$ cat src/rtl/ipm_pkg.sv
// Package for the interrupt and power-mode controller: offsets, bits, types.
// Assumes an 8-bit special register port and one always-on system clock.
`default_nettype none

package ipm_pkg;
    // Register offsets
    localparam logic [7:0] ADDR_POWER = 8'h87;
    localparam logic [7:0] ADDR_WAKE = 8'h96;
    localparam logic [7:0] ADDR_EN_MAIN = 8'hA8;
    localparam logic [7:0] ADDR_EN_SEC = 8'hA9;
    localparam logic [7:0] ADDR_PRIO_LO = 8'hB8;
    localparam logic [7:0] ADDR_PRIO_HI = 8'hB9;
    localparam logic [7:0] ADDR_PRIO2_LO = 8'hBA;
    localparam logic [7:0] ADDR_PRIO2_HI = 8'hBB;
    localparam logic [7:0] ADDR_FLAG_A = 8'hC0;
    localparam logic [7:0] ADDR_FLAG_B = 8'hC1;
    // Field positions
    localparam int PWR_IDLE_BIT = 0;
    localparam int PWR_STOP_BIT = 1;
    localparam int PWR_GF0_BIT = 2;
    localparam int PWR_GF1_BIT = 3;
    localparam int PWR_SMOD_BIT = 7;
    localparam int EN_GLOBAL_BIT = 7;
    // Sources, in vector order
    localparam int NUM_SRC = 11;
    localparam int SRC_EXT0 = 0;
    localparam int SRC_EXT1 = 2;
    localparam int SRC_P1 = 7;
    localparam int SRC_EXT2 = 8;
    localparam int RESERVED_SLOT = 6;
    localparam logic [15:0] VEC_BASE = 16'h0003;
    localparam logic [15:0] VEC_STEP = 16'h0008;
    // Reset values and timing
    localparam logic [7:0] REG_RESET = 8'h00;
    localparam logic [2:0] PIN_IDLE = 3'h7;
    localparam logic [7:0] STOP_RESUME_CYCLES = 8'h04;

    typedef enum logic [1:0] {
        MODE_RUN = 2'b00,
        MODE_IDLE = 2'b01,
        MODE_STOP = 2'b10
    } ipm_mode_t;

    typedef struct packed {
        logic spi_mode_fault_flag, spi_collision_flag, spi_done_flag;
        logic touch_done_flag, adc_done_flag, timer3_overflow_flag;
        logic timer2_external_flag, timer2_overflow_flag;
        logic uart_tx_flag, uart_rx_flag;
        logic timer1_overflow_flag, timer0_overflow_flag;
    } ipm_periph_ev_t;

    typedef struct packed {
        logic spi_mode_fault_flag, spi_collision_flag, spi_done_flag;
        logic touch_done_flag, adc_done_flag, ext2_edge_flag;
        logic port_change_flag, timer3_overflow_flag;
        logic timer2_external_flag, timer2_overflow_flag;
        logic uart_tx_flag, uart_rx_flag;
        logic timer1_overflow_flag, ext1_edge_flag;
        logic timer0_overflow_flag, ext0_edge_flag;
    } ipm_flags_t;

    typedef struct packed {
        ipm_mode_t mode;
        logic smod, gf1, gf0, cpu_nap_request, stop_request_bit, global_int_enable;
        logic [7:0] wake;
        logic [5:0] en_m, pl, ph;
        logic [4:0] en_s, p2l, p2h;
        ipm_flags_t flags;
        logic [3:0] insvc;
        logic req;
        logic [15:0] vec;
        logic [1:0] lvl;
        logic [7:0] hold, rdata;
        logic [2:0] ext_s1, ext_s2, ext_d;
        logic [7:0] p1_s1, p1_s2, p1_d;
    } ipm_state_t;
endpackage

`default_nettype wire

$ cat src/rtl/ipm_ctrl.sv
// Interrupt arbiter, vector source and idle/stop mode control.
// Assumes clk_in is always on; clock enables gate the stopped domains.
// Function
// - Idle request sleeps CPU, peripherals keep running
// - Gate setting stops timers, ADC, UART in idle
// - Reset or enabled interrupt ends idle
// - Stop request bit enters stop mode
// - Stop halts all clocks except enabled watchdog
// - Only reset or pin wake leaves stop
// - Stop ignored while enabled ext pin low
// - Eleven sources, own enables, four levels
// - Events set flags regardless of interrupt enables; port change only on wake-enabled pins
// - Vectors 0003 to 005B, step eight
// - Shared vectors OR their source flags
// - Equal level waits, higher level preempts
// - Global enable zero blocks all interrupts
// - Ext pin enable also enables stop wake
// - Per-pin port wake enable, reset zero
// - Two-bit priority from high, low bits
// - Enable bits at documented positions
// - Priority bits at documented positions
// - Pin flags clear when CPU vectors
// - After stop wake, next instruction first
// - After idle wake, routine entered immediately
//
// The address-and-strobe port is this design's own decision.
`default_nettype none

module ipm_ctrl #(
    parameter logic [7:0] STOP_RESUME_CYCLES = ipm_pkg::STOP_RESUME_CYCLES
) (
    // Clock and reset
    input wire logic clk_in,
    input wire logic reset_in,
    // Register port
    input wire logic [7:0] reg_addr_in,
    input wire logic [7:0] reg_wdata_in,
    input wire logic reg_wr_in,
    input wire logic reg_rd_in,
    output logic [7:0] reg_rdata_out,
    // Peripheral events and pins
    input wire ipm_pkg::ipm_periph_ev_t periph_ev_in,
    input wire logic ext_pin_zero_in,
    input wire logic ext_pin_one_in,
    input wire logic ext_pin_two_in,
    input wire logic [7:0] port1_pins_in,
    // Clock control inputs
    input wire logic idle_periph_clock_gate_in,
    input wire logic wdt_enable_in,
    // CPU vector handshake
    input wire logic irq_ack_in,
    input wire logic irq_return_in,
    output logic irq_req_out,
    output logic [15:0] irq_vector_out,
    output logic [1:0] irq_level_out,
    // Clock enables
    output logic cpu_clk_en_out,
    output logic periph_clk_en_out,
    output logic sys_clk_en_out,
    output logic wdt_clk_en_out
);
    ipm_pkg::ipm_state_t s_r, s_nxt;
    logic [10:0] src_flag, src_en, src_req;
    logic [21:0] src_lvl;
    logic [1:0] best_lvl;
    logic [3:0] best_idx;
    logic [2:0] active_top;
    logic found, grant, any_req, pin_low, pin_wake, p1_change;
    logic [2:0] ext_en, ext_fall;
    logic [7:0] p1_diff;
    logic [15:0] set_v, ack_clr;

    // Vector of a source index, skipping the reserved slot
    function automatic logic [15:0] vec_of(input logic [3:0] idx);
        logic [3:0] slot;
        slot = (idx >= 4'(ipm_pkg::RESERVED_SLOT)) ? idx + 4'h1 : idx;
        return ipm_pkg::VEC_BASE + ipm_pkg::VEC_STEP * {12'h000, slot};
    endfunction

    // Highest active level, plus a valid bit on top
    function automatic logic [2:0] top_of(input logic [3:0] m);
        if (m[3]) return 3'h7;
        else if (m[2]) return 3'h6;
        else if (m[1]) return 3'h5;
        else if (m[0]) return 3'h4;
        else return 3'h0;
    endfunction

    // Source view: shared vectors OR their flags
    always_comb begin
        src_flag[0] = s_r.flags.ext0_edge_flag;
        src_flag[1] = s_r.flags.timer0_overflow_flag;
        src_flag[2] = s_r.flags.ext1_edge_flag;
        src_flag[3] = s_r.flags.timer1_overflow_flag;
        src_flag[4] = s_r.flags.uart_rx_flag | s_r.flags.uart_tx_flag;
        src_flag[5] = s_r.flags.timer2_overflow_flag | s_r.flags.timer2_external_flag;
        src_flag[6] = s_r.flags.timer3_overflow_flag;
        src_flag[7] = s_r.flags.port_change_flag;
        src_flag[8] = s_r.flags.ext2_edge_flag;
        src_flag[9] = s_r.flags.adc_done_flag | s_r.flags.touch_done_flag;
        src_flag[10] = s_r.flags.spi_done_flag | s_r.flags.spi_collision_flag
            | s_r.flags.spi_mode_fault_flag;
    end

    // Enables and priorities share one bit layout per register pair
    assign src_en = {s_r.en_s, s_r.en_m};
    assign src_req = src_flag & src_en & {11{s_r.global_int_enable}};
    assign any_req = |src_req;

    // Level per source, high bit over low bit
    generate
        for (genvar g = 0; g < ipm_pkg::NUM_SRC; g++) begin : g_lvl
            if (g < ipm_pkg::RESERVED_SLOT) begin : g_main
                assign src_lvl[2*g+1 -: 2] = {s_r.ph[g], s_r.pl[g]};
            end else begin : g_sec
                assign src_lvl[2*g+1 -: 2] = {s_r.p2h[g-6], s_r.p2l[g-6]};
            end
        end
    endgenerate

    // Highest level; downward scan leaves lowest index on ties
    always_comb begin
        found = 1'b0;
        best_lvl = 2'h0;
        best_idx = 4'h0;
        for (int i = ipm_pkg::NUM_SRC - 1; i >= 0; i--) begin
            if (src_req[i] && (!found || src_lvl[2*i+1 -: 2] >= best_lvl)) begin
                found = 1'b1;
                best_lvl = src_lvl[2*i+1 -: 2];
                best_idx = 4'(i);
            end
        end
    end

    // Highest level in service, valid bit on top
    assign active_top = top_of(s_r.insvc);
    // Preempt only a strictly lower running level
    assign grant = found && (!active_top[2] || best_lvl > active_top[1:0]);

    // Pin conditions after synchronising
    assign ext_en = {s_r.en_s[2], s_r.en_m[2], s_r.en_m[0]};
    assign pin_low = |(~s_r.ext_s2 & ext_en);
    assign ext_fall = s_r.ext_d & ~s_r.ext_s2;
    assign p1_diff = (s_r.p1_d ^ s_r.p1_s2) & s_r.wake;
    assign p1_change = |p1_diff;
    assign pin_wake = pin_low | |(ext_fall & ext_en) | p1_change;

    // Flags set by events; pin flags auto-clear on vector fetch
    always_comb begin
        set_v = {periph_ev_in.spi_mode_fault_flag, periph_ev_in.spi_collision_flag,
            periph_ev_in.spi_done_flag, periph_ev_in.touch_done_flag,
            periph_ev_in.adc_done_flag, ext_fall[2], p1_change,
            periph_ev_in.timer3_overflow_flag, periph_ev_in.timer2_external_flag,
            periph_ev_in.timer2_overflow_flag, periph_ev_in.uart_tx_flag,
            periph_ev_in.uart_rx_flag, periph_ev_in.timer1_overflow_flag, ext_fall[1],
            periph_ev_in.timer0_overflow_flag, ext_fall[0]};
        ack_clr = 16'h0000;
        if (irq_ack_in) begin
            if (s_r.vec == vec_of(4'(ipm_pkg::SRC_EXT0))) ack_clr[0] = 1'b1;
            if (s_r.vec == vec_of(4'(ipm_pkg::SRC_EXT1))) ack_clr[2] = 1'b1;
            if (s_r.vec == vec_of(4'(ipm_pkg::SRC_P1))) ack_clr[9] = 1'b1;
            if (s_r.vec == vec_of(4'(ipm_pkg::SRC_EXT2))) ack_clr[10] = 1'b1;
        end
    end

    // Next state: one process for registers, modes and arbitration
    always_comb begin
        s_nxt = s_r;
        // Two-flop synchronisers, then a delay stage for edges
        s_nxt.ext_s1 = {ext_pin_two_in, ext_pin_one_in, ext_pin_zero_in};
        s_nxt.ext_s2 = s_r.ext_s1;
        s_nxt.ext_d = s_r.ext_s2;
        s_nxt.p1_s1 = port1_pins_in;
        s_nxt.p1_s2 = s_r.p1_s1;
        s_nxt.p1_d = s_r.p1_s2;
        s_nxt.flags = s_r.flags & ~ack_clr;
        // Register writes
        if (reg_wr_in) begin
            if (reg_addr_in == ipm_pkg::ADDR_POWER) begin
                s_nxt.smod = reg_wdata_in[ipm_pkg::PWR_SMOD_BIT];
                s_nxt.gf1 = reg_wdata_in[ipm_pkg::PWR_GF1_BIT];
                s_nxt.gf0 = reg_wdata_in[ipm_pkg::PWR_GF0_BIT];
                if (reg_wdata_in[ipm_pkg::PWR_STOP_BIT] && !pin_low) begin
                    s_nxt.stop_request_bit = 1'b1;
                    s_nxt.mode = ipm_pkg::MODE_STOP;
                end else if (reg_wdata_in[ipm_pkg::PWR_IDLE_BIT]) begin
                    s_nxt.cpu_nap_request = 1'b1;
                    s_nxt.mode = ipm_pkg::MODE_IDLE;
                end
            end else if (reg_addr_in == ipm_pkg::ADDR_WAKE) begin
                s_nxt.wake = reg_wdata_in;
            end else if (reg_addr_in == ipm_pkg::ADDR_EN_MAIN) begin
                s_nxt.global_int_enable = reg_wdata_in[ipm_pkg::EN_GLOBAL_BIT];
                s_nxt.en_m = reg_wdata_in[5:0];
            end else if (reg_addr_in == ipm_pkg::ADDR_EN_SEC) begin
                s_nxt.en_s = reg_wdata_in[4:0];
            end else if (reg_addr_in == ipm_pkg::ADDR_PRIO_LO) begin
                s_nxt.pl = reg_wdata_in[5:0];
            end else if (reg_addr_in == ipm_pkg::ADDR_PRIO_HI) begin
                s_nxt.ph = reg_wdata_in[5:0];
            end else if (reg_addr_in == ipm_pkg::ADDR_PRIO2_LO) begin
                s_nxt.p2l = reg_wdata_in[4:0];
            end else if (reg_addr_in == ipm_pkg::ADDR_PRIO2_HI) begin
                s_nxt.p2h = reg_wdata_in[4:0];
            end else if (reg_addr_in == ipm_pkg::ADDR_FLAG_A) begin
                s_nxt.flags[7:0] = s_nxt.flags[7:0] & reg_wdata_in; // Write 0 clears
            end else if (reg_addr_in == ipm_pkg::ADDR_FLAG_B) begin
                s_nxt.flags[15:8] = s_nxt.flags[15:8] & reg_wdata_in;
            end
        end
        // Set after clear so a same-cycle event survives
        s_nxt.flags = s_nxt.flags | set_v;
        // Mode exits clear the request bits
        case (s_r.mode)
            ipm_pkg::MODE_IDLE: begin
                if (any_req) begin
                    s_nxt.mode = ipm_pkg::MODE_RUN;
                    s_nxt.cpu_nap_request = 1'b0;
                end
            end
            ipm_pkg::MODE_STOP: begin
                if (pin_wake) begin
                    s_nxt.mode = ipm_pkg::MODE_RUN;
                    s_nxt.stop_request_bit = 1'b0;
                    s_nxt.hold = STOP_RESUME_CYCLES;
                end
            end
            default: begin
                if (s_r.hold != 8'h00) s_nxt.hold = s_r.hold - 8'h01;
            end
        endcase
        // In-service levels: return pops the top, fetch pushes
        if (irq_return_in && active_top[2]) begin
            s_nxt.insvc[active_top[1:0]] = 1'b0;
        end
        if (irq_ack_in && s_r.req) s_nxt.insvc[s_r.lvl] = 1'b1;
        // Request held off after stop wake and while fetching
        s_nxt.req = grant && !irq_ack_in && s_r.hold == 8'h00
            && s_nxt.hold == 8'h00 && s_r.mode != ipm_pkg::MODE_STOP;
        if (grant) begin
            s_nxt.vec = vec_of(best_idx);
            s_nxt.lvl = best_lvl;
        end
        // Read data one cycle after the strobe
        s_nxt.rdata = ipm_pkg::REG_RESET;
        if (reg_rd_in) begin
            if (reg_addr_in == ipm_pkg::ADDR_POWER) begin
                s_nxt.rdata = {s_r.smod, 3'h0, s_r.gf1, s_r.gf0, s_r.stop_request_bit,
                    s_r.cpu_nap_request};
            end else if (reg_addr_in == ipm_pkg::ADDR_WAKE) begin
                s_nxt.rdata = s_r.wake;
            end else if (reg_addr_in == ipm_pkg::ADDR_EN_MAIN) begin
                s_nxt.rdata = {s_r.global_int_enable, 1'b0, s_r.en_m};
            end else if (reg_addr_in == ipm_pkg::ADDR_EN_SEC) begin
                s_nxt.rdata = {3'h0, s_r.en_s};
            end else if (reg_addr_in == ipm_pkg::ADDR_PRIO_LO) begin
                s_nxt.rdata = {2'h0, s_r.pl};
            end else if (reg_addr_in == ipm_pkg::ADDR_PRIO_HI) begin
                s_nxt.rdata = {2'h0, s_r.ph};
            end else if (reg_addr_in == ipm_pkg::ADDR_PRIO2_LO) begin
                s_nxt.rdata = {3'h0, s_r.p2l};
            end else if (reg_addr_in == ipm_pkg::ADDR_PRIO2_HI) begin
                s_nxt.rdata = {3'h0, s_r.p2h};
            end else if (reg_addr_in == ipm_pkg::ADDR_FLAG_A) begin
                s_nxt.rdata = s_r.flags[7:0];
            end else if (reg_addr_in == ipm_pkg::ADDR_FLAG_B) begin
                s_nxt.rdata = s_r.flags[15:8];
            end
        end
    end

    // State register; reset also ends idle and stop
    always_ff @(posedge clk_in) begin
        if (reset_in) begin
            s_r <= '0;
            s_r.ext_s1 <= ipm_pkg::PIN_IDLE;
            s_r.ext_s2 <= ipm_pkg::PIN_IDLE;
            s_r.ext_d <= ipm_pkg::PIN_IDLE;
            // Port chain tracks the pins so release shows no false change
            s_r.p1_s1 <= s_nxt.p1_s1;
            s_r.p1_s2 <= s_nxt.p1_s2;
            s_r.p1_d <= s_nxt.p1_d;
        end else begin
            s_r <= s_nxt;
        end
    end

    // Request, vector, level, read data from flops; clock enables decoded from mode and inputs
    assign reg_rdata_out = s_r.rdata;
    assign irq_req_out = s_r.req;
    assign irq_vector_out = s_r.vec;
    assign irq_level_out = s_r.lvl;
    assign cpu_clk_en_out = s_r.mode == ipm_pkg::MODE_RUN;
    assign periph_clk_en_out = s_r.mode == ipm_pkg::MODE_RUN
        || (s_r.mode == ipm_pkg::MODE_IDLE && !idle_periph_clock_gate_in);
    assign sys_clk_en_out = s_r.mode != ipm_pkg::MODE_STOP;
    assign wdt_clk_en_out = s_r.mode != ipm_pkg::MODE_STOP || wdt_enable_in;
endmodule // ipm_ctrl

`default_nettype wire

$ cat config.mk
export PLATFORM = sky130hd
export DESIGN_NAME = ipm_ctrl
export DESIGN_NICKNAME = d
export VERILOG_FILES = /design/src/rtl/ipm_pkg.sv /design/src/rtl/ipm_ctrl.sv
export SDC_FILE = /design/constraint.sdc
export NUM_CORES = 1
export LEC_CHECK = 0
export BUFFER_PORTS_ARGS = -buffer_cell sky130_fd_sc_hd__buf_2
export CAP_MARGIN = 20
export CORE_UTILIZATION = 25
export DETAILED_ROUTE_END_ITERATION = 12
export HOLD_SLACK_MARGIN = 0.12
export SETUP_SLACK_MARGIN = 0.02
export SLEW_MARGIN = 20
export SYNTH_ARGS = -nofsm -noshare
export SYNTH_HDL_FRONTEND = slang
export SYNTH_SLANG_ARGS = --single-unit
$ cat constraint.sdc
create_clock -name clk_in -period 29.7 [get_ports clk_in]
set_clock_uncertainty 0.05 [all_clocks]
set_input_delay 5.94 -clock clk_in [delete_from_list [all_inputs] [get_ports clk_in]]
set_output_delay 5.94 -clock clk_in [all_outputs]
set_load 0.02 [all_outputs]
# [Word-level counts from Yosys, hierarchy flattened]
# Cells that the tools add are included.
[totals] input_bits=47 wordCells=276 out_inout_bits=31 reg_bits=137
[classes] reduce_logical=66 muxes=100 eq_ne=17 n_addsub=3 order_cmp=16 n_bitwise=31
[ops] operator="$mux 8" n=16
[ops] operator="$eq 8x8->1 const B" n=10
[ops] operator="$mux 26" n=3
[ops] operator="$mux 65" n=1
[ops] operator="$mux 58" n=1
[ops] operator="$mux 4" n=14
[ops] operator="$mux 49" n=1
[ops] operator="$mux 43" n=1
[ops] operator="$eq 16x7->1 const B" n=2
[ops] operator="$mux 2" n=16
[ops] operator="$mux 1" n=28
[ops] operator="$and 8x8->8" n=3
[ops] operator="$mux 6" n=4
[ops] operator="$and 11x11->11" n=2
[ops] operator="$logic_and 1x1->1" n=21
[ops] operator="$mux 21" n=1
[ops] operator="$ge 2x2->1" n=10
[ops] operator="$and 16x16->16" n=1
[ops] operator="$eq 16x2->1 const B" n=1
[ops] operator="$eq 16x5->1 const B" n=1
[ops] operator="$logic_not 8->1" n=2
[ops] operator="$mux 16" n=1
[ops] operator="$not 11->16" n=1
[ops] operator="$or 16x16->16" n=1
[ops] operator="41 further kinds" n=91

# [Longest topological paths before layout]
# Gate-level depths: netlist of run 1.
[logic_depth] depth_word=52 depth_mapped=80 depth_no_buf=77

# [Worst setup path before layout of run 1]
# OpenSTA, ideal clock, no wires.
[synth_timing] kind="reg2reg" from="reg s_r[86] in the netlist's numbering" to="reg s_r (netlist bit irq_vector_out[4])" t_arrival_ps=13309 required_time_ps=29528 path_buffers=2 path_stages_with_launch=74 setup_ps=122 path_slack_ps=16219 synth_period_minus_slack_ps=13481 cell_sequence="dfxtp_1 o311a_2 and2_1 ha_1 nand2b_1 a211oi_2 nor2_1 a22oi_1 inv_1 ha_1 nand2b_1 a221oi_2 or2_1 nor2_1 a21oi_1 ha_1 nand2b_1 a21oi_1 [38 not listed] nand2b_1 and3_1 a31oi_1 and3_1 buf_6 mux2_2 ha_1 nand2b_1 a21oi_1 a21oi_1 or2_1 o22ai_1 inv_1 ha_1 or4_1 o32ai_2 nor4_1 o311a_1"
[synth_between] elab_chain_cells=48 elab_cells_between_ends=84 cone_classes="add/sub: 2; order compare: 12; mux: 34; bitwise: 4; reduce/logical: 32"
[synth_lines] element="start: declaration" line_no="ipm_ctrl.sv:62" rtl="ipm_pkg::ipm_state_t s_r, s_nxt;"
[synth_lines] element="start signal: assignment" line_no="ipm_ctrl.sv:284" rtl="s_r <= s_nxt;"
[synth_lines] element="$or 1x1->1 (*)" line_no="ipm_ctrl.sv:101" rtl="src_flag[10] = s_r.flags.spi_done_flag | s_r.flags.spi_collision_flag"
[synth_lines] element="$or 1x1->1 (*)" line_no="ipm_ctrl.sv:102" rtl="| s_r.flags.spi_mode_fault_flag;"
[synth_lines] element="$and 11x11->11 (*) (2 in a row)" line_no="ipm_ctrl.sv:107" rtl="assign src_req = src_flag & src_en & {11{s_r.global_int_enable}};"
[synth_lines] element="$mux 2 / $mux 1 (equally long branches)" line_no="ipm_ctrl.sv:127" rtl="if (src_req[i] && (!found || src_lvl[2*i+1 -: 2] >= best_lvl)) begin"
[synth_lines] element="$ge 2x2->1 / $logic_not 1->1 (equally long branches)" line_no="ipm_ctrl.sv:127"
[synth_lines] element="$logic_or 1x1->1" line_no="ipm_ctrl.sv:127"
[synth_lines] element="$logic_and 1x1->1" line_no="ipm_ctrl.sv:127"
[synth_lines] element="$mux 2 / $mux 1 (equally long branches)" line_no="ipm_ctrl.sv:127"
[synth_lines] element="[31 not listed]"
[synth_lines] element="$mux 2 / $mux 1 (equally long branches)" line_no="ipm_ctrl.sv:127"
[synth_lines] element="$ge 2x2->1 / $logic_not 1->1 (equally long branches)" line_no="ipm_ctrl.sv:127"
[synth_lines] element="$logic_or 1x1->1" line_no="ipm_ctrl.sv:127"
[synth_lines] element="$logic_and 1x1->1" line_no="ipm_ctrl.sv:127"
[synth_lines] element="$mux 4 / $mux 2 (equally long branches)" line_no="ipm_ctrl.sv:127"
[synth_lines] element="$add 4x1->4 (tied with other cells)" line_no="ipm_ctrl.sv:76" rtl="slot = (idx >= 4'(ipm_pkg::RESERVED_SLOT)) ? idx + 4'h1 : idx;"
[synth_lines] element="$mux 4 / $logic_or 1x1->1 (equally long branches)" line_no="ipm_ctrl.sv:76, ipm_ctrl.sv:138"
[synth_lines] element="$add 2x7->8 / $logic_and 1x1->1 (equally long branches)" line_no="ipm_ctrl.sv:77, ipm_ctrl.sv:138"
# Mark *: on every way between the ends. The rest lies on a longest branch, timed or not.
# A chain may end at the register's enable or synchronous reset.

# [Final worst setup path of run 1]
[layout_timing] from="reg s_r[129] in the netlist's numbering" to="reg s_r (netlist bit irq_vector_out[4])"
[layout_between] elab_chain_cells=45 elab_cells_between_ends=81 cone_classes="add/sub: 2; order compare: 12; mux: 34; bitwise: 1; reduce/logical: 32"
[layout_lines] element="$and 11x11->11 (*)" line_no="ipm_ctrl.sv:107"
[layout_lines] element="$mux 2 / $mux 1 (equally long branches)" line_no="ipm_ctrl.sv:127"
[layout_lines] element="$ge 2x2->1 / $logic_not 1->1 (equally long branches)" line_no="ipm_ctrl.sv:127"
[layout_lines] element="$logic_or 1x1->1" line_no="ipm_ctrl.sv:127"
[layout_lines] element="$logic_and 1x1->1" line_no="ipm_ctrl.sv:127"
[layout_lines] element="$mux 2 / $mux 1 (equally long branches)" line_no="ipm_ctrl.sv:127"
[layout_lines] element="$ge 2x2->1 / $logic_not 1->1 (equally long branches)" line_no="ipm_ctrl.sv:127"
[layout_lines] element="$logic_or 1x1->1" line_no="ipm_ctrl.sv:127"
[layout_lines] element="[29 not listed]"
[layout_lines] element="$mux 2 / $mux 1 (equally long branches)" line_no="ipm_ctrl.sv:127"
[layout_lines] element="$ge 2x2->1 / $logic_not 1->1 (equally long branches)" line_no="ipm_ctrl.sv:127"
[layout_lines] element="$logic_or 1x1->1" line_no="ipm_ctrl.sv:127"
[layout_lines] element="$logic_and 1x1->1" line_no="ipm_ctrl.sv:127"
[layout_lines] element="$mux 4 / $mux 2 (equally long branches)" line_no="ipm_ctrl.sv:127"
[layout_lines] element="$add 4x1->4 (tied with other cells)" line_no="ipm_ctrl.sv:76"
[layout_lines] element="$mux 4 / $logic_or 1x1->1 (equally long branches)" line_no="ipm_ctrl.sv:76, ipm_ctrl.sv:138"
[layout_lines] element="$add 2x7->8 / $logic_and 1x1->1 (equally long branches)" line_no="ipm_ctrl.sv:77, ipm_ctrl.sv:138"
# Marks and branches as above.

==> impl_metrics.env, run 1 <==
export IMPL_syn_area_um2=6730
export IMPL_grt_usage=0.133
export IMPL_worstSkewPairLatency_ps=420
export IMPL_fp_dieArea_um2=27600
export IMPL_cts_htree_levels=4
export IMPL_worst_path_most_repeated_cell="ha_1"
export IMPL_gp_congestion=0.868
export IMPL_p_sw_frac=0.272
export IMPL_rsz0062_at_grt="no"
export IMPL_cp_slowest_cell="dfxtp_1"
export IMPL_synth_flop_cell="dfxtp_1"
export IMPL_violations="design-rule violations"
export IMPL_grt_pass1_wl_mm=29.2
export IMPL_internal_power_mw=0.322
export IMPL_vdd_ir_drop_worst_mv=0.0340
export IMPL_tritoncts="yes"
export IMPL_area_growth_pct=16.0
export IMPL_ios=78
export IMPL_grt_busiest_layer="met2"
export IMPL_vias_per_cell=4.97
export IMPL_critical_path_max_stage_delay_ps=880
export IMPL_portBuffers=67
export IMPL_nNetsFinal=889
export IMPL_worst_slew_pin_transition_ps=1040
export IMPL_drt_wl_total_mm=18.2
export IMPL_final_area_um2=7810
export IMPL_clockRootBuffer="clkbuf_16"
export IMPL_timing_slew_headroom=0.302
export IMPL_die_w_um=166
export IMPL_seq_power_share=0.414
export IMPL_slew_viol_final=0
export IMPL_vias=5790
export IMPL_status="finished, violations left"
export IMPL_start_kind="flop"
export IMPL_firstDrtPassIters=9
export IMPL_ys_types=93
export IMPL_synth_seq_cells=126
export IMPL_crit_path_end_kind="flop"
export IMPL_max_cap_violations=0
export IMPL_hold_path_end="s_nxt[5]"
export IMPL_worstSetupPathType="reg -> reg"
export IMPL_r2r_start="s_r[129]"
export IMPL_drt_wirelength_per_cell_um=15.6
export IMPL_core_area_um2=26200
export IMPL_rrSetupSlack_ps=14360
export IMPL_leakagePower_nw=3.18
export IMPL_antenna_found_initial=0
export IMPL_synth_warnings=0
export IMPL_hpwl_mm=13.4
export IMPL_instances_no_fill=1165
export IMPL_path_clk_slew_ps=60
export IMPL_finalSetupViolCount=0
export IMPL_clock_power_share=0.479
export IMPL_reg2regPathDepth=68
export IMPL_drtIter0Drc=515
export IMPL_synth_edff_count=0
export IMPL_period_share=0.517
export IMPL_grt_max_degree=89
export IMPL_p_comb_frac=0.107
export IMPL_gr_usage_met3=0.0222
export IMPL_cts_resized=0
export IMPL_post_cts_buffers=0
export IMPL_finalHoldViolations=0
export IMPL_drc_errors=1
export IMPL_netSwitchingPower_mw=0.120
export IMPL_start_util=0.257
export IMPL_setup_tns_final_ps=0
export IMPL_rows=59
export IMPL_avgSynthCellArea_um2=8.66
export IMPL_p_per_area_nw_per_um2=56.7
export IMPL_dpl_cell_count=1133
export IMPL_ant_nets=0
export IMPL_worstPathRequired_ps=29960
export IMPL_critPathMaxFanout=18
export IMPL_ctsHoldBuffers=0
export IMPL_r2r_end="irq_vector_out[4]"
export IMPL_grtUsageMet1=0.168
export IMPL_cts_sinks=126
export IMPL_die_h_um=166
export IMPL_cts_buffers=17
export IMPL_hp_start="s_nxt[13]"
export IMPL_grt_use_met2=0.228
export IMPL_diodes=0
export IMPL_overflow=0
export IMPL_fmax_mhz=65.2
export IMPL_min_period_ps=15340
export IMPL_drive_gt1_frac=0.181
export IMPL_arrival_ps=15600
export IMPL_hold_path_depth=0
export IMPL_yosysSeqAreaShare=0.375
export IMPL_placed_area_um2=7200
export IMPL_hp_class="reg -> reg"
export IMPL_clock_path_buffers=2
export IMPL_ys_async_sr_fraction=0
export IMPL_grt_pass1_vias=5378
export IMPL_syn_inst=777
-- metal layers --
metal	vias to the layer above	wire [µm]
met5	-	0
li1	2846	-
met3	29	805
met2	174	8940
met4	0	359
met1	2741	8110
-- how the worst max path moves through the flow --
stage                     slack, ps      from                end
after floorplan               16220   s_r[86]  irq_vector_out[4]
after global placement        15040  s_r[129]  irq_vector_out[4]
after detailed placement      14530  s_r[129]  irq_vector_out[4]
after CTS                     14460  s_r[129]  irq_vector_out[4]
after global routing          13080  s_r[129]  irq_vector_out[4]
final                         14360  s_r[129]  irq_vector_out[4]
-- through the flow --
stage / hold slack [ps] / worst slack (ps) / utilization / total power [mW]
after floorplan: 260 / 16220 / - / 0.222
after global placement: 260 / 15040 / 0.275 / 0.232
after detailed placement: 262 / 14530 / 0.275 / 0.233
after CTS: 277 / 14460 / 0.298 / 0.445
after global routing: 282 / 13080 / 0.298 / 0.462
final: 276 / 14360 / 0.298 / 0.443
-- cell usage after synthesis (all sizes together), types with 6 or more instances --
master / n / share of area
a21o: 10 / 0.011
ha: 25 / 0.046
or2: 13 / 0.012
nor3: 21 / 0.016
nor4: 6 / 0.0065
and3: 12 / 0.012
dfxtp: 126 / 0.37
nand2b: 22 / 0.020
inv: 43 / 0.024
a222oi: 7 / 0.010
a31oi: 9 / 0.0084
buf: 30 / 0.035
mux2i: 45 / 0.067
xor2: 8 / 0.010
a21oi: 56 / 0.043
clkbuf: 29 / 0.016
nand4: 6 / 0.0056
nand2: 51 / 0.028
nand3: 18 / 0.016
nor2: 85 / 0.049
nor2b: 9 / 0.0084
o211ai: 6 / 0.012
o21ai: 40 / 0.030
or3: 8 / 0.0082
a22oi: 9 / 0.010
-- cells by family (layout without fill, tap and decap cells) --
kind of cell,Yosys count,in the layout,synth area share
AO/OA/AOI/OAI,200,200,0.218
XOR/XNOR,9,9,0.0117
adder cells (fa/ha/maj),25,25,0.0465
buffers and inverters,103,147,0.0762
flip-flops,126,126,0.375
multiplexers,46,46,0.0686
other,1,10,0.000557
AND/OR/NAND/NOR,267,267,0.203
-- cell usage in the layout, fill, tap and decap left out, drive strengths merged, types with 5 or more instances in the layout --
master | Yosys | final
a211oi | 5 | 5
a31oi | 9 | 9
o21ai | 40 | 40
nor2b | 9 | 9
a221oi | 5 | 5
a22oi | 9 | 9
a21o | 10 | 10
or3 | 8 | 8
nand4 | 6 | 6
nand2 | 51 | 51
clkbuf | 29 | 18
a21oi | 56 | 56
mux2i | 45 | 45
conb | 1 | 10
or2 | 13 | 13
nand2b | 22 | 22
nor4 | 6 | 6
inv | 43 | 50
o221ai | 5 | 5
nor3 | 21 | 21
o2111ai | 5 | 5
xor2 | 8 | 8
buf | 30 | 71
a221o | 5 | 5
nand3 | 18 | 18
and3 | 12 | 12
a222oi | 7 | 7
nor2 | 85 | 85
clkinv | 1 | 5
o211ai | 6 | 6
ha | 25 | 25
dfxtp | 126 | 126
-- flip-flops by register name, summed over array words and instances, names as in the netlist --
name and count:
ext_en 3, irq_level_out 2, irq_req_out 1, irq_vector_out 5, reg_rdata_out 8, s_nxt 22
s_r 85
-- critical path, delay by kind of cell (launching register included) --
kind / cells / cell delay, ps
and+or+nand+nor: 20 / 3500
DFF: 1 / 880
adders and majority gates: 11 / 2790
buffers and inverters: 3 / 230
AOI/OAI and AO/OA: 32 / 7050
muxes: 2 / 680
-- cell type report --
cell class                 instances  area (µm²)
tap                              335         419
fill                            2735       18400
inverter                          44         165
clock inverter                    14         174
sequential                       126        2520
timing repair buffer              71         365
multi-input combinational        557        3730
clock buffer                      18         429
-- power by group through the flow --
stage | logic [mW] | clock network [mW] | registers [mW]
CTS | 0.0466 | 0.215 | 0.183
global placement | 0.0457 | 0 | 0.187
finish | 0.0472 | 0.212 | 0.183
global route | 0.0539 | 0.223 | 0.184
detailed placement | 0.0461 | 0 | 0.187
floorplan | 0.0367 | 0 | 0.185
No activity file was read; power rests on OpenSTA's default activity.
==> inputs of run 2 (changes only) <==
clock period = 14.6 ns   (was 29.7 ns; I/O delays follow)
==> run 2 against run 1 <==
The run still ends with design-rule violations left. Global-route usage about the same. Critical path depth up 4. Power up 110%. Clock-buffer cell count down 1. Clock power up 120%. Setup slack worse by 14000 ps.
==> impl_metrics.env, run 2 (synthesis gave the netlist of run 1 again) <==
export IMPL_timing_slew_headroom=0.293
export IMPL_core_area_um2=26200
export IMPL_worst_slew_pin_transition_ps=1050
export IMPL_clock_path_buffers=2
export IMPL_top_register="s_r"
export IMPL_crit_path_end_kind="flop"
export IMPL_start_kind="flop"
export IMPL_hold_ws_ps=275
export IMPL_worstPathRequired_ps=14850
export IMPL_cp_top_family="compound AO/OA/AOI/OAI gates"
export IMPL_diodes=0
export IMPL_final_cell_mix="dfxtp_1 (126), nor2_1 (83), buf_2 (67), nand2_1 (51), a21oi_1 (49)"
export IMPL_nNetsFinal=908
export IMPL_firstDrtPassIters=11
export IMPL_portBuffers=67
export IMPL_grt_pass1_vias=5547
export IMPL_violations="design-rule violations"
export IMPL_critPathMaxFanout=6
export IMPL_rows=59
export IMPL_drive_gt1_frac=0.217
export IMPL_vdd_ir_drop_worst_mv=0.0900
export IMPL_critical_path_max_stage_delay_ps=560
export IMPL_die_h_um=166
export IMPL_fmax_mhz=71.8
export IMPL_final_common_cell="dfxtp_1"
export IMPL_drt_wirelength_per_cell_um=15.6
export IMPL_vias=5911
export IMPL_vias_per_cell=4.99
export IMPL_largest_register_ffs=85
export IMPL_path_clk_slew_ps=60
export IMPL_p_per_area_nw_per_um2=115
export IMPL_min_period_ps=13930
export IMPL_grt_max_degree=89
export IMPL_reg2regPathDepth=72
export IMPL_ios=78
export IMPL_antenna_found_initial=0
export IMPL_r2r_end="irq_vector_out[4]"
export IMPL_rrSetupSlack_ps=670
export IMPL_finish_utilization=0.309
export IMPL_n_fill_cell=2701
export IMPL_dpl_cell_count=1135
export IMPL_grt_pass1_wl_mm=29.5
export IMPL_start_util=0.257
export IMPL_die_w_um=166
export IMPL_tritoncts="yes"
export IMPL_grt_busiest_layer="met2"
export IMPL_drtIter0Drc=593
export IMPL_slew_viol_final=0
export IMPL_worstSkewPairLatency_ps=410
export IMPL_clockRootBuffer="clkbuf_16"
export IMPL_max_cap_violations=0
export IMPL_total_power_mw=0.932
export IMPL_drc_errors=1
export IMPL_final_area_um2=8090
export IMPL_status="finished, violations left"
export IMPL_fp_dieArea_um2=27600
export IMPL_ctsHoldBuffers=0
export IMPL_finalHoldViolations=0
export IMPL_arrival_ps=14180
export IMPL_cts_htree_levels=4
export IMPL_crit_buf_inv=4
export IMPL_area_growth_pct=20.2
export IMPL_placed_area_um2=7210
export IMPL_grt_use_met2=0.228
export IMPL_finalSetupViolCount=0
export IMPL_overflow=0
export IMPL_ant_nets=0
export IMPL_r2r_start="s_r[86]"
export IMPL_hold_path_end="s_nxt[1]"
export IMPL_worstSetupPathType="reg -> reg"
export IMPL_cts_buffers=17
export IMPL_period_share=0.954
export IMPL_drt_wl_total_mm=18.5
export IMPL_cts_sinks=126
export IMPL_hold_path_depth=0
export IMPL_instances_no_fill=1184
export IMPL_gp_congestion=0.853
export IMPL_hp_class="reg -> reg"
export IMPL_grtUsageMet1=0.166
export IMPL_gr_usage_met3=0.0222
export IMPL_leakagePower_nw=3.32
export IMPL_hp_start="s_nxt[9]"
export IMPL_cp_slowest_cell="or4_4"
export IMPL_worst_path_most_repeated_cell="ha_1"
export IMPL_hpwl_mm=13.5
export IMPL_grt_usage=0.133
-- run 2: cell types whose count changed in the layout (fill, tap and decap cells not counted), moves of 3 or more --
cell / change
buf_4: +18
clkinv_4: -3
a21oi_1: -4
o21ai_0: -3
-- run 2: worst max path at each step --
stage	from	endpoint	slack, ps	cells after the start
after floorplan	s_r[86]	irq_vector_out[4]	1120	73
after global placement	s_r[86]	irq_vector_out[4]	260	69
after detailed placement	s_r[86]	irq_vector_out[4]	-210	68
after CTS	s_r[86]	irq_vector_out[4]	50	71
after global routing	s_r[86]	irq_vector_out[4]	-140	73
final	s_r[86]	irq_vector_out[4]	670	72
-- run 2: routing by layer --
metal | up-vias | share of wire
met4 | 0 | 0.021
met1 | 2810 | 0.45
met3 | 27 | 0.049
met5 | - | 0
met2 | 187 | 0.48
li1 | 2887 | -
-- run 2: timing repair --
item | 4_1_cts | 5_1_grt
setup endpoints to repair | 4 | 8
setup buffers | 1 | 16
resized for setup | 5 | 17
pin swaps | 1 | 13
-- run 2: cell type report --
cell class / instances / area [µm²] / share of cell area
Clock buffer: 17 / 425 / 0.0526
Clock inverter: 15 / 224 / 0.0277
Inverter: 44 / 165 / 0.0204
Multi-Input combinational cell: 557 / 3810 / 0.471
Sequential cell: 126 / 2520 / 0.312
Tap cell: 335 / 419 / 0.0518
Timing Repair Buffer: 90 / 520 / 0.0644
-- run 2: worst reg2reg max path, delay by kind of cell, from the launching register on --
family | cells | cell delay, ps
and+or+nand+nor | 23 | 3740
adders and majority gates | 11 | 2910
buffers and inverters | 4 | 350
DFF | 1 | 370
muxes | 2 | 600
AOI/OAI and AO/OA | 32 | 5800
-- run 2: power by group --
| part | internal, mW | switching, mW | leakage [nW] | total [mW] |
|---|---|---|---|---|
| registers | 0.359 | 0.0140 | 1.03 | 0.373 |
| clock network | 0.293 | 0.171 | 0.313 | 0.464 |
| logic | 0.0378 | 0.0576 | 1.97 | 0.0954 |
-- run 2: metrics by stage --
step                setup slack (ps)  setup TNS [ps]
finish                           668               0
global route                    -139            -443
CTS                             48.5               0
detailed placement              -211            -451
global placement                 261               0
floorplan                       1120               0
